$ cat src/pifb_pkg.sv
// package of register map, field positions and reset values for the flag bank
package pifb_pkg;
  localparam logic [11:0] flag_three_off   = 12'h000;
  localparam logic [11:0] flag_four_off    = 12'h004;
  localparam logic [11:0] enable_three_off = 12'h008;
  localparam logic [11:0] enable_four_off  = 12'h00C;
  localparam logic [11:0] irq_ctrl_off     = 12'h010;
  localparam logic [11:0] status_off       = 12'h014;
  localparam logic [11:0] mask_off         = 12'h018;
  localparam logic [11:0] pending_off      = 12'h01C;
  localparam logic [11:0] variant_off      = 12'h020;

  localparam int timer_four_bit   = 1;
  localparam int timer_six_bit    = 3;
  localparam int capcomp_three_bit = 4;
  localparam int capcomp_four_bit  = 5;
  localparam int serial_done_bit  = 0;
  localparam int serial_coll_bit  = 1;
  localparam int global_en_bit    = 7;
  localparam int periph_en_bit    = 6;

  localparam logic [7:0] three_impl_mask = 8'h3A;
  localparam logic [7:0] four_impl_mask  = 8'h03;
  localparam logic [7:0] ctrl_impl_mask  = 8'hC0;
  localparam logic [7:0] flag_reset      = 8'h00;
  localparam logic [7:0] enable_reset    = 8'h00;
  localparam logic [1:0] event_reset     = 2'h0;
  localparam logic [1:0] event_impl_mask = 2'h3;
  localparam int         status_irq_bit  = 0;
  localparam int         status_edge_bit = 1;
endpackage : pifb_pkg

$ cat src/pifb_top.sv
// peripheral interrupt flag bank for flag groups three and four
//
// Decided for this implementation: the register addresses and the AHB-Lite interface to the registers.
`timescale 1ns/1ps
module pifb_top #(
  parameter bit LARGE_VARIANT = 1'b1
) (
  input  wire logic        hclk,
  input  wire logic        hresetn,
  input  wire logic        hsel,
  input  wire logic [11:0] haddr,
  input  wire logic [1:0]  htrans,
  input  wire logic        hwrite,
  input  wire logic [2:0]  hsize,
  input  wire logic [31:0] hwdata,
  input  wire logic        hready,
  output logic      [31:0] hrdata,
  output logic             hreadyout,
  output logic             hresp,
  input  wire logic        capcomp_three_evt,
  input  wire logic        capcomp_four_evt,
  input  wire logic        timer_six_match,
  input  wire logic        timer_four_match,
  input  wire logic        serial_two_done,
  input  wire logic        serial_two_collision,
  output logic             periph_irq_req,
  output logic             irq
);
  logic        wr_pend;
  logic [11:0] wr_addr;
  logic        rd_now;
  logic [11:0] rd_addr;
  logic [7:0]  flag_reg_three;
  logic [7:0]  flag_reg_four;
  logic [7:0]  enable_reg_three;
  logic [7:0]  enable_reg_four;
  logic [7:0]  irq_control_reg;
  logic [1:0]  event_status;
  logic [1:0]  event_mask;
  logic        req_d;

  pifb_ahb_slave u_slave (
    .hclk    (hclk),
    .hresetn (hresetn),
    .hsel    (hsel),
    .haddr   (haddr),
    .htrans  (htrans),
    .hwrite  (hwrite),
    .hsize   (hsize),
    .hready  (hready),
    .wr_pend (wr_pend),
    .wr_addr (wr_addr),
    .rd_now  (rd_now),
    .rd_addr (rd_addr)
  );

  // write strobes, data taken in the data phase
  wire wr_three  = wr_pend & (wr_addr == pifb_pkg::flag_three_off);
  wire wr_four   = wr_pend & (wr_addr == pifb_pkg::flag_four_off)
                   & LARGE_VARIANT;
  wire wr_en3    = wr_pend & (wr_addr == pifb_pkg::enable_three_off);
  wire wr_en4    = wr_pend & (wr_addr == pifb_pkg::enable_four_off)
                   & LARGE_VARIANT;
  wire wr_ctrl   = wr_pend & (wr_addr == pifb_pkg::irq_ctrl_off);
  wire wr_status = wr_pend & (wr_addr == pifb_pkg::status_off);
  wire wr_mask   = wr_pend & (wr_addr == pifb_pkg::mask_off);

  // event inputs routed onto flag bit positions
  wire [7:0] set_three = (8'(capcomp_four_evt) << pifb_pkg::capcomp_four_bit)
                   | (8'(capcomp_three_evt) << pifb_pkg::capcomp_three_bit)
                   | (8'(timer_six_match) << pifb_pkg::timer_six_bit)
                   | (8'(timer_four_match) << pifb_pkg::timer_four_bit);
  wire [7:0] set_four  = {8{LARGE_VARIANT}}
    & ((8'(serial_two_collision) << pifb_pkg::serial_coll_bit)
    | (8'(serial_two_done) << pifb_pkg::serial_done_bit));

  // only implemented bits get a flip-flop; the rest tie to zero
  genvar gi;
  generate
    for (gi = 0; gi < 8; gi++) begin : g_flags
      if (pifb_pkg::three_impl_mask[gi]) begin : g_three
        pifb_flag_bit u_bit (
          .hclk    (hclk),
          .hresetn (hresetn),
          .set_evt (set_three[gi]),
          .wr_en   (wr_three),
          .wr_val  (hwdata[gi]),
          .flag    (flag_reg_three[gi])
        );
      end else begin : g_three_none
        assign flag_reg_three[gi] = 1'b0;
      end
      if (pifb_pkg::four_impl_mask[gi]) begin : g_four
        pifb_flag_bit u_bit (
          .hclk    (hclk),
          .hresetn (hresetn),
          .set_evt (set_four[gi]),
          .wr_en   (wr_four),
          .wr_val  (hwdata[gi]),
          .flag    (flag_reg_four[gi])
        );
      end else begin : g_four_none
        assign flag_reg_four[gi] = 1'b0;
      end
    end
  endgenerate

  always_ff @(posedge hclk or negedge hresetn) begin
    if (!hresetn) begin
      enable_reg_three <= pifb_pkg::enable_reset;
      enable_reg_four  <= pifb_pkg::enable_reset;
      irq_control_reg  <= pifb_pkg::enable_reset;
      event_mask       <= pifb_pkg::event_reset;
    end else begin
      if (wr_en3) enable_reg_three <= hwdata[7:0] & pifb_pkg::three_impl_mask;
      if (wr_en4) enable_reg_four  <= hwdata[7:0] & pifb_pkg::four_impl_mask;
      if (wr_ctrl) irq_control_reg <= hwdata[7:0] & pifb_pkg::ctrl_impl_mask;
      if (wr_mask) event_mask <= hwdata[1:0];
    end
  end

  // request: any flag with its enable, gated by peripheral and global enable
  wire any_pending = |(flag_reg_three & enable_reg_three)
                   | |(flag_reg_four & enable_reg_four);
  wire next_req    = any_pending
                   & irq_control_reg[pifb_pkg::periph_en_bit]
                   & irq_control_reg[pifb_pkg::global_en_bit];

  always_ff @(posedge hclk or negedge hresetn) begin
    if (!hresetn) begin
      periph_irq_req <= 1'b0;
      req_d          <= 1'b0;
    end else begin
      periph_irq_req <= next_req;
      req_d          <= periph_irq_req;
    end
  end

  // status: bit0 request level seen, bit1 request rising edge; w1c
  wire [1:0] status_set = {periph_irq_req & ~req_d, periph_irq_req};
  wire [1:0] status_clr = wr_status ? hwdata[1:0] : 2'b00;

  always_ff @(posedge hclk or negedge hresetn) begin
    if (!hresetn) begin
      event_status <= pifb_pkg::event_reset;
    end else begin
      // set wins over a write-one clear in the same cycle
      event_status <= status_set | (event_status & ~status_clr);
    end
  end

  assign irq = |(event_status & event_mask);

  // small variant: group four reads zero even if a flop were left behind
  wire [7:0] flag_four_rd   = LARGE_VARIANT ? flag_reg_four : 8'h00;
  wire [7:0] enable_four_rd = LARGE_VARIANT ? enable_reg_four : 8'h00;

  // read mux; unmapped offsets read zero
  logic [7:0] rd_byte;
  always_comb begin
    rd_byte = 8'h00;
    case (rd_addr)
      pifb_pkg::flag_three_off:   rd_byte = flag_reg_three;
      pifb_pkg::flag_four_off:    rd_byte = flag_four_rd;
      pifb_pkg::enable_three_off: rd_byte = enable_reg_three;
      pifb_pkg::enable_four_off:  rd_byte = enable_four_rd;
      pifb_pkg::irq_ctrl_off:     rd_byte = irq_control_reg;
      pifb_pkg::status_off:       rd_byte = {6'h00, event_status};
      pifb_pkg::mask_off:         rd_byte = {6'h00, event_mask};
      pifb_pkg::pending_off:      rd_byte = {7'h00, periph_irq_req};
      pifb_pkg::variant_off:      rd_byte = {7'h00, LARGE_VARIANT};
      default:                    rd_byte = 8'h00;
    endcase
  end

  always_ff @(posedge hclk or negedge hresetn) begin
    if (!hresetn) begin
      hrdata <= 32'h0000_0000;
    end else if (rd_now) begin
      hrdata <= {24'h00_0000, rd_byte};
    end
  end

  assign hreadyout = 1'b1;
  assign hresp     = 1'b0;

  // checks
  timer_six_set_a: assert property (
    @(posedge hclk) disable iff (!hresetn)
    timer_six_match |=> flag_reg_three[pifb_pkg::timer_six_bit])
    else $error("timer six flag not set");
  timer_four_set_a: assert property (
    @(posedge hclk) disable iff (!hresetn)
    timer_four_match |=> flag_reg_three[pifb_pkg::timer_four_bit])
    else $error("timer four flag not set");
  capcomp_three_set_a: assert property (
    @(posedge hclk) disable iff (!hresetn)
    capcomp_three_evt |=> flag_reg_three[pifb_pkg::capcomp_three_bit])
    else $error("capture three flag not set");
  capcomp_four_set_a: assert property (
    @(posedge hclk) disable iff (!hresetn)
    capcomp_four_evt |=> flag_reg_three[pifb_pkg::capcomp_four_bit])
    else $error("capture four flag not set");
  unimpl_zero_a: assert property (
    @(posedge hclk) disable iff (!hresetn)
    ((flag_reg_three & ~pifb_pkg::three_impl_mask) == 8'h00)
    && ((flag_reg_four & ~pifb_pkg::four_impl_mask) == 8'h00))
    else $error("unimplemented flag bit set");
  rd_upper_zero_a: assert property (
    @(posedge hclk) disable iff (!hresetn)
    rd_now |=> (hrdata[31:8] == 24'h00_0000))
    else $error("read data upper bits not zero");
  set_beats_clear_a: assert property (
    @(posedge hclk) disable iff (!hresetn)
    (capcomp_three_evt && wr_three)
    |=> flag_reg_three[pifb_pkg::capcomp_three_bit])
    else $error("event lost on clear");

  coll_set_a: assert property (
    @(posedge hclk) disable iff (!hresetn)
    (serial_two_collision && LARGE_VARIANT)
    |=> flag_reg_four[pifb_pkg::serial_coll_bit])
    else $error("collision flag not set");
  coll_sticky_a: assert property (
    @(posedge hclk) disable iff (!hresetn)
    (flag_reg_four[pifb_pkg::serial_coll_bit] && !wr_four)
    |=> flag_reg_four[pifb_pkg::serial_coll_bit])
    else $error("collision flag dropped");
  coll_clear_a: assert property (
    @(posedge hclk) disable iff (!hresetn)
    (wr_four && !hwdata[pifb_pkg::serial_coll_bit] && !serial_two_collision)
    |=> !flag_reg_four[pifb_pkg::serial_coll_bit])
    else $error("collision flag not cleared");
  done_set_a: assert property (
    @(posedge hclk) disable iff (!hresetn)
    (serial_two_done && LARGE_VARIANT)
    |=> flag_reg_four[pifb_pkg::serial_done_bit])
    else $error("done flag not set");
  done_flag_set_a: assert property (
    @(posedge hclk) disable iff (!hresetn)
    (serial_two_done && LARGE_VARIANT) ##1 !wr_four [*2]
    |-> flag_reg_four[pifb_pkg::serial_done_bit])
    else $error("done flag not held");
  done_clear_a: assert property (
    @(posedge hclk) disable iff (!hresetn)
    (wr_four && !hwdata[pifb_pkg::serial_done_bit] && !serial_two_done)
    |=> !flag_reg_four[pifb_pkg::serial_done_bit])
    else $error("done flag not cleared");

  reset_clear_a: assert property (
    @(posedge hclk)
    $rose(hresetn) |-> (flag_reg_three == 8'h00 && flag_reg_four == 8'h00))
    else $error("flags not clear after reset");
  variant_absent_a: assert property (
    @(posedge hclk) disable iff (!hresetn)
    !LARGE_VARIANT |-> (flag_reg_four == 8'h00))
    else $error("flag four on small variant");
  enable_absent_a: assert property (
    @(posedge hclk) disable iff (!hresetn)
    !LARGE_VARIANT |-> (enable_reg_four == 8'h00))
    else $error("enable four on small variant");

  req_gate_a: assert property (
    @(posedge hclk) disable iff (!hresetn)
    next_req |=> periph_irq_req ##1 (status_set[0] || event_status[0]))
    else $error("request not raised");
  no_req_a: assert property (
    @(posedge hclk) disable iff (!hresetn)
    !irq_control_reg[pifb_pkg::global_en_bit] |=> !periph_irq_req)
    else $error("request with global off");
  periph_off_a: assert property (
    @(posedge hclk) disable iff (!hresetn)
    !irq_control_reg[pifb_pkg::periph_en_bit] |=> !periph_irq_req)
    else $error("request with peripheral enable off");
  req_drop_a: assert property (
    @(posedge hclk) disable iff (!hresetn)
    !next_req |=> !periph_irq_req)
    else $error("request held without cause");
  status_edge_a: assert property (
    @(posedge hclk) disable iff (!hresetn)
    (periph_irq_req && !req_d) |=> event_status[pifb_pkg::status_edge_bit])
    else $error("request edge not recorded");
  status_clear_a: assert property (
    @(posedge hclk) disable iff (!hresetn)
    (wr_status && hwdata[pifb_pkg::status_irq_bit] && !periph_irq_req)
    |=> !event_status[pifb_pkg::status_irq_bit])
    else $error("status bit not cleared");

  cov_req_c: cover property (@(posedge hclk) disable iff (!hresetn)
    $rose(periph_irq_req));
  cov_irq_c: cover property (@(posedge hclk) disable iff (!hresetn)
    $rose(irq));
  cov_clear_c: cover property (@(posedge hclk) disable iff (!hresetn)
    wr_three && flag_reg_three != 8'h00);
  cov_collide_c: cover property (@(posedge hclk) disable iff (!hresetn)
    capcomp_three_evt && wr_three);
  cov_coll_c: cover property (@(posedge hclk) disable iff (!hresetn)
    $rose(flag_reg_four[pifb_pkg::serial_coll_bit]));
endmodule : pifb_top

$ cat src/pifb_flag_bit.sv
// one sticky flag bit: hardware set wins over software clear
`timescale 1ns/1ps
module pifb_flag_bit (
  input  wire logic hclk,
  input  wire logic hresetn,
  input  wire logic set_evt,
  input  wire logic wr_en,
  input  wire logic wr_val,
  output logic      flag
);
  wire next_flag = set_evt | (wr_en ? wr_val : flag);

  always_ff @(posedge hclk or negedge hresetn) begin
    if (!hresetn) begin
      flag <= 1'b0;
    end else begin
      flag <= next_flag;
    end
  end
endmodule : pifb_flag_bit

$ cat src/pifb_ahb_slave.sv
// ahb-lite slave front end: captures the address phase, zero wait states
`timescale 1ns/1ps
module pifb_ahb_slave (
  input  wire logic        hclk,
  input  wire logic        hresetn,
  input  wire logic        hsel,
  input  wire logic [11:0] haddr,
  input  wire logic [1:0]  htrans,
  input  wire logic        hwrite,
  input  wire logic [2:0]  hsize,
  input  wire logic        hready,
  output logic             wr_pend,
  output logic [11:0]      wr_addr,
  output logic             rd_now,
  output logic [11:0]      rd_addr
);
  wire valid_req = hsel & hready & htrans[1];

  always_ff @(posedge hclk or negedge hresetn) begin
    if (!hresetn) begin
      wr_pend <= 1'b0;
      wr_addr <= 12'h000;
    end else begin
      wr_pend <= valid_req & hwrite & (hsize == 3'h2);
      wr_addr <= haddr;
    end
  end

  assign rd_now  = valid_req & ~hwrite;
  assign rd_addr = haddr;
endmodule : pifb_ahb_slave

$ cat config.mk
export PLATFORM = sky130hd
export DESIGN_NAME = pifb_top
export DESIGN_NICKNAME = d
export VERILOG_FILES = /design/src/pifb_pkg.sv /design/src/pifb_top.sv /design/src/pifb_flag_bit.sv /design/src/pifb_ahb_slave.sv
export SDC_FILE = /design/constraint.sdc
export NUM_CORES = 1
export LEC_CHECK = 0
export BUFFER_PORTS_ARGS = -buffer_cell sky130_fd_sc_hd__buf_2
export CORE_MARGIN = 1
export CORE_UTILIZATION = 35
export DETAILED_ROUTE_END_ITERATION = 6
export MAX_ROUTING_LAYER = met4
export PLACE_DENSITY = 0.6
export SYNTH_ARGS = -nofsm -noshare
export SYNTH_HDL_FRONTEND = slang
export SYNTH_HIERARCHICAL = 1
export SYNTH_SLANG_ARGS = --single-unit
$ cat constraint.sdc
create_clock -name hclk -period 2.8 [get_ports hclk]
set_clock_uncertainty 0.1 [all_clocks]
set_input_delay 0.7 -clock hclk [delete_from_list [all_inputs] [get_ports hclk]]
set_output_delay 0.7 -clock hclk [all_outputs]
set_load 0.02 [all_outputs]
==> impl_metrics.csv <==
group,metric,value,unit
synthesis,yosysUniqueCellTypes,40,
synthesis,synth_ff_type,"dfrtp_1",
synthesis,synth.avg_cell_area,11.99,µm²
worst_hold_path,min_path_type,"reg -> reg",
sta,relSlewSlack,0.4186,
floorplan,start_util,0.3659,
clock_tree,post_cts_resized,0,
critical_path,r2r_setup_slack,0.48,ns
route,vias,1259,
sta,finalHoldViolations,0,
worst_hold_path,hold_depth,0,
placed_design,gp_congestion,0.7803,
clock_tree,cts_sinks,40,
clock_tree,clk_latency,0.29,ns
critical_path,critPathCaptureType,"flip-flop",
final_layout,top_register,"u_slave/wr_addr",
power,irDropWorstVdd,0.0002529,V
clock_tree,cts_setup_buffers,0,
critical_path,slowest_delay,0.46,ns
critical_path,crit_cells,6,
final_layout,area_delta_synth_final,9.753,%
sta,worstMarginPinSlew,0.8722,ns
sta,drv_slew,0,
critical_path,critical_path_class,"reg -> reg",
critical_path,critPathMaxFanout,4,
floorplan,die-width,78.10,µm
clock_tree,cts_tree,"done",
floorplan,fp.coreArea,0.005540,mm²
critical_path,slowest_stage,"nor3b_1",
global_routing,grt_pass1_wl,6134,µm
placed_design,dp_hpwl,2677,µm
critical_path,reg2reg_depth,6,
global_routing,antenna_found_initial,0,
route,drt_iter0_markers,47,
sta,min_period,2.315,ns
clock_tree,postCtsHoldBufs,0,
synthesis,synth_warnings,6,
floorplan,fp.dieArea,0.006100,mm²
global_routing,grt_start_max_net_pins,41,
final_layout,layout-drive-gt1-share,0.3547,
critical_path,worstPathRequired,2.88,ns
critical_path,path_cells,"nor4b_4, nand2_1, or4_1, nor3b_1, nor2b_1, a211o_1",
sta,whs,0.3854,ns
global_routing,grt_pass1_vias,1227,
route,via_per_inst,4.578,
sta,final.period_utilization,0.8268,
floorplan,die_h,78.10,µm
global_routing,groute.usage.overall,0.1373,
power,finalPower,1159,µW
final_layout,largest_reg_flops,12,
final_layout,reg.largest.list,"u_slave/wr_addr: 12 flops, hrdata: 7 flops",
final_layout,design_area,0.002225,mm²
final_layout,fin_nets,262,
power,leakagePower,0.001038,µW
critical_path,cp-start-kind,"flip-flop",
critical_path,crit_family,"simple AND/OR/NAND/NOR gates",
critical_path,arrival,2.39,ns
synthesis,async_flop_share,1.000,
floorplan,ioPinCount,96,
power,p_per_area,520.9,mW/mm²
synthesis,ys_ff_latch,40,
critical_path,worst-path-buf-inv,0,
run_status,run_status,"completed",
clock_tree,cts_buffers,5,
sta,finalSetupViolCount,0,
run,cap_violations,0,
synthesis,syn_area,0.002027,mm²
route,drc,0,
global_routing,overflow,0,
synthesis,synth_enable_flop_cells,0,
route,routed_wl,3550,µm
synthesis,seq_area_frac_synth,0.4938,
clock_tree,cts.htree.levels,2,
route,wl_per_cell,12.91,µm
sta,rsz0062_at_grt,"false",
placed_design,postPlaceCellArea,0.002113,mm²
route,ant_nets,0,
sta,fmax,432.0,MHz
floorplan,row_count,27,
sta,setup_tns,0,ns
clock_tree,clk_pin_slew,0.08,ns
final_layout,fin_util,0.4015,
placed_design,io_buffers,42,
clock_tree,root_buffer,"clkbuf_8",
final_layout,n_antenna_cell,0,
clock_tree,clock_path_buffers,2,
synthesis,synthCells,169,
route,dr.pass1.iters,4,
-- power by group --
part	internal, µW	switching [µW]
sequential	588	9.76
clock	264	203
combinational	28.3	66.8
-- metal layers --
metal	wire length [µm]	global-route usage	up-vias
li1	-	-	605
met5	0	-	-
met1	1676	0.1874	588
met2	1550	0.1921	59
met3	261	0.04302	7
met4	63	0.04630	0
-- final cells by class --
class                   count  area [µm²]
fillers                   554        3316
repair buffers             43       217.7
inverters                   3       11.26
clock buffers               5       68.82
clock inverters             3       42.54
well taps                  72       90.09
multi-input cells         109       793.3
flip-flops and latches     40        1001
-- logic make-up after synthesis --
kind of cell	share of synthesized area
AOI/OAI and AO/OA	0.09383
buffers and inverters	0.1611
DFF	0.4938
muxes	0.09630
other	0.003705
and+or+nand+nor	0.1512
-- stage by stage --
stage	setup slack (ns)	instances
after floorplan	0.6094	194
after global routing	0.2601	275
after detailed placement	0.4767	267
final	0.4850	275
after CTS	0.4772	275
after global placement	0.4919	267
-- worst reg2reg max path, delay by kind of cell (launching register included) --
family | cells | cell delay (ns)
and+or+nand+nor | 5 | 1.48
DFF | 1 | 0.39
AOI/OAI and AO/OA | 1 | 0.23
-- worst paths after layout --
kind                                     from                             to
setup / recovery           u_slave/wr_addr[8]   g_flags[1].g_four.u_bit/flag
hold / removal                 periph_irq_req                          req_d
setup reg to reg           u_slave/wr_addr[8]   g_flags[1].g_four.u_bit/flag
hold reg to reg                periph_irq_req                          req_d
max in group asynchronous             hresetn             u_slave/wr_addr[5]
min in group asynchronous             hresetn  g_flags[4].g_three.u_bit/flag
-- Yosys cell counts (2+ instances only) --
master     instances  area (µm²)
buf_4             40       300.3
dfrtp_1           40        1001
mux2_2            10       112.6
nor2b_1            7       43.79
a211o_1            6       52.55
mux2i_1            6       60.06
nor2_1             6       22.52
nand2_1            4       15.01
o2bb2ai_1          4       35.03
a22o_1             3       26.28
a22oi_1            3       22.52
inv_1              3       11.26
nand3_1            3       15.01
nand4_1            3       18.77
a22o_2             2       20.02
a31oi_1            2       12.51
conb_1             2       7.510
nand3b_1           2       15.01
nor3_1             2       10.01
-- layout by cell type, fill, tap and decap left out, drive strengths merged, types with 2 or more instances in the layout --
master   synthesis  layout
or4b             2       2
nor2             6       6
or3              2       2
a31oi            2       2
nand2            4       4
a22o             5       5
dfrtp           40      40
nor4             2       2
nor3b            2       2
nand3b           2       2
conb             2      27
nor2b            7       7
mux2i            6       6
buf             41      43
nand3            3       3
inv              3       3
o2bb2ai          4       4
mux2            10      10
a22oi            3       3
a211o            6       6
nand4            3       3
clkbuf           1       5
nor3             3       3
Power figures use the tool's default switching activity.
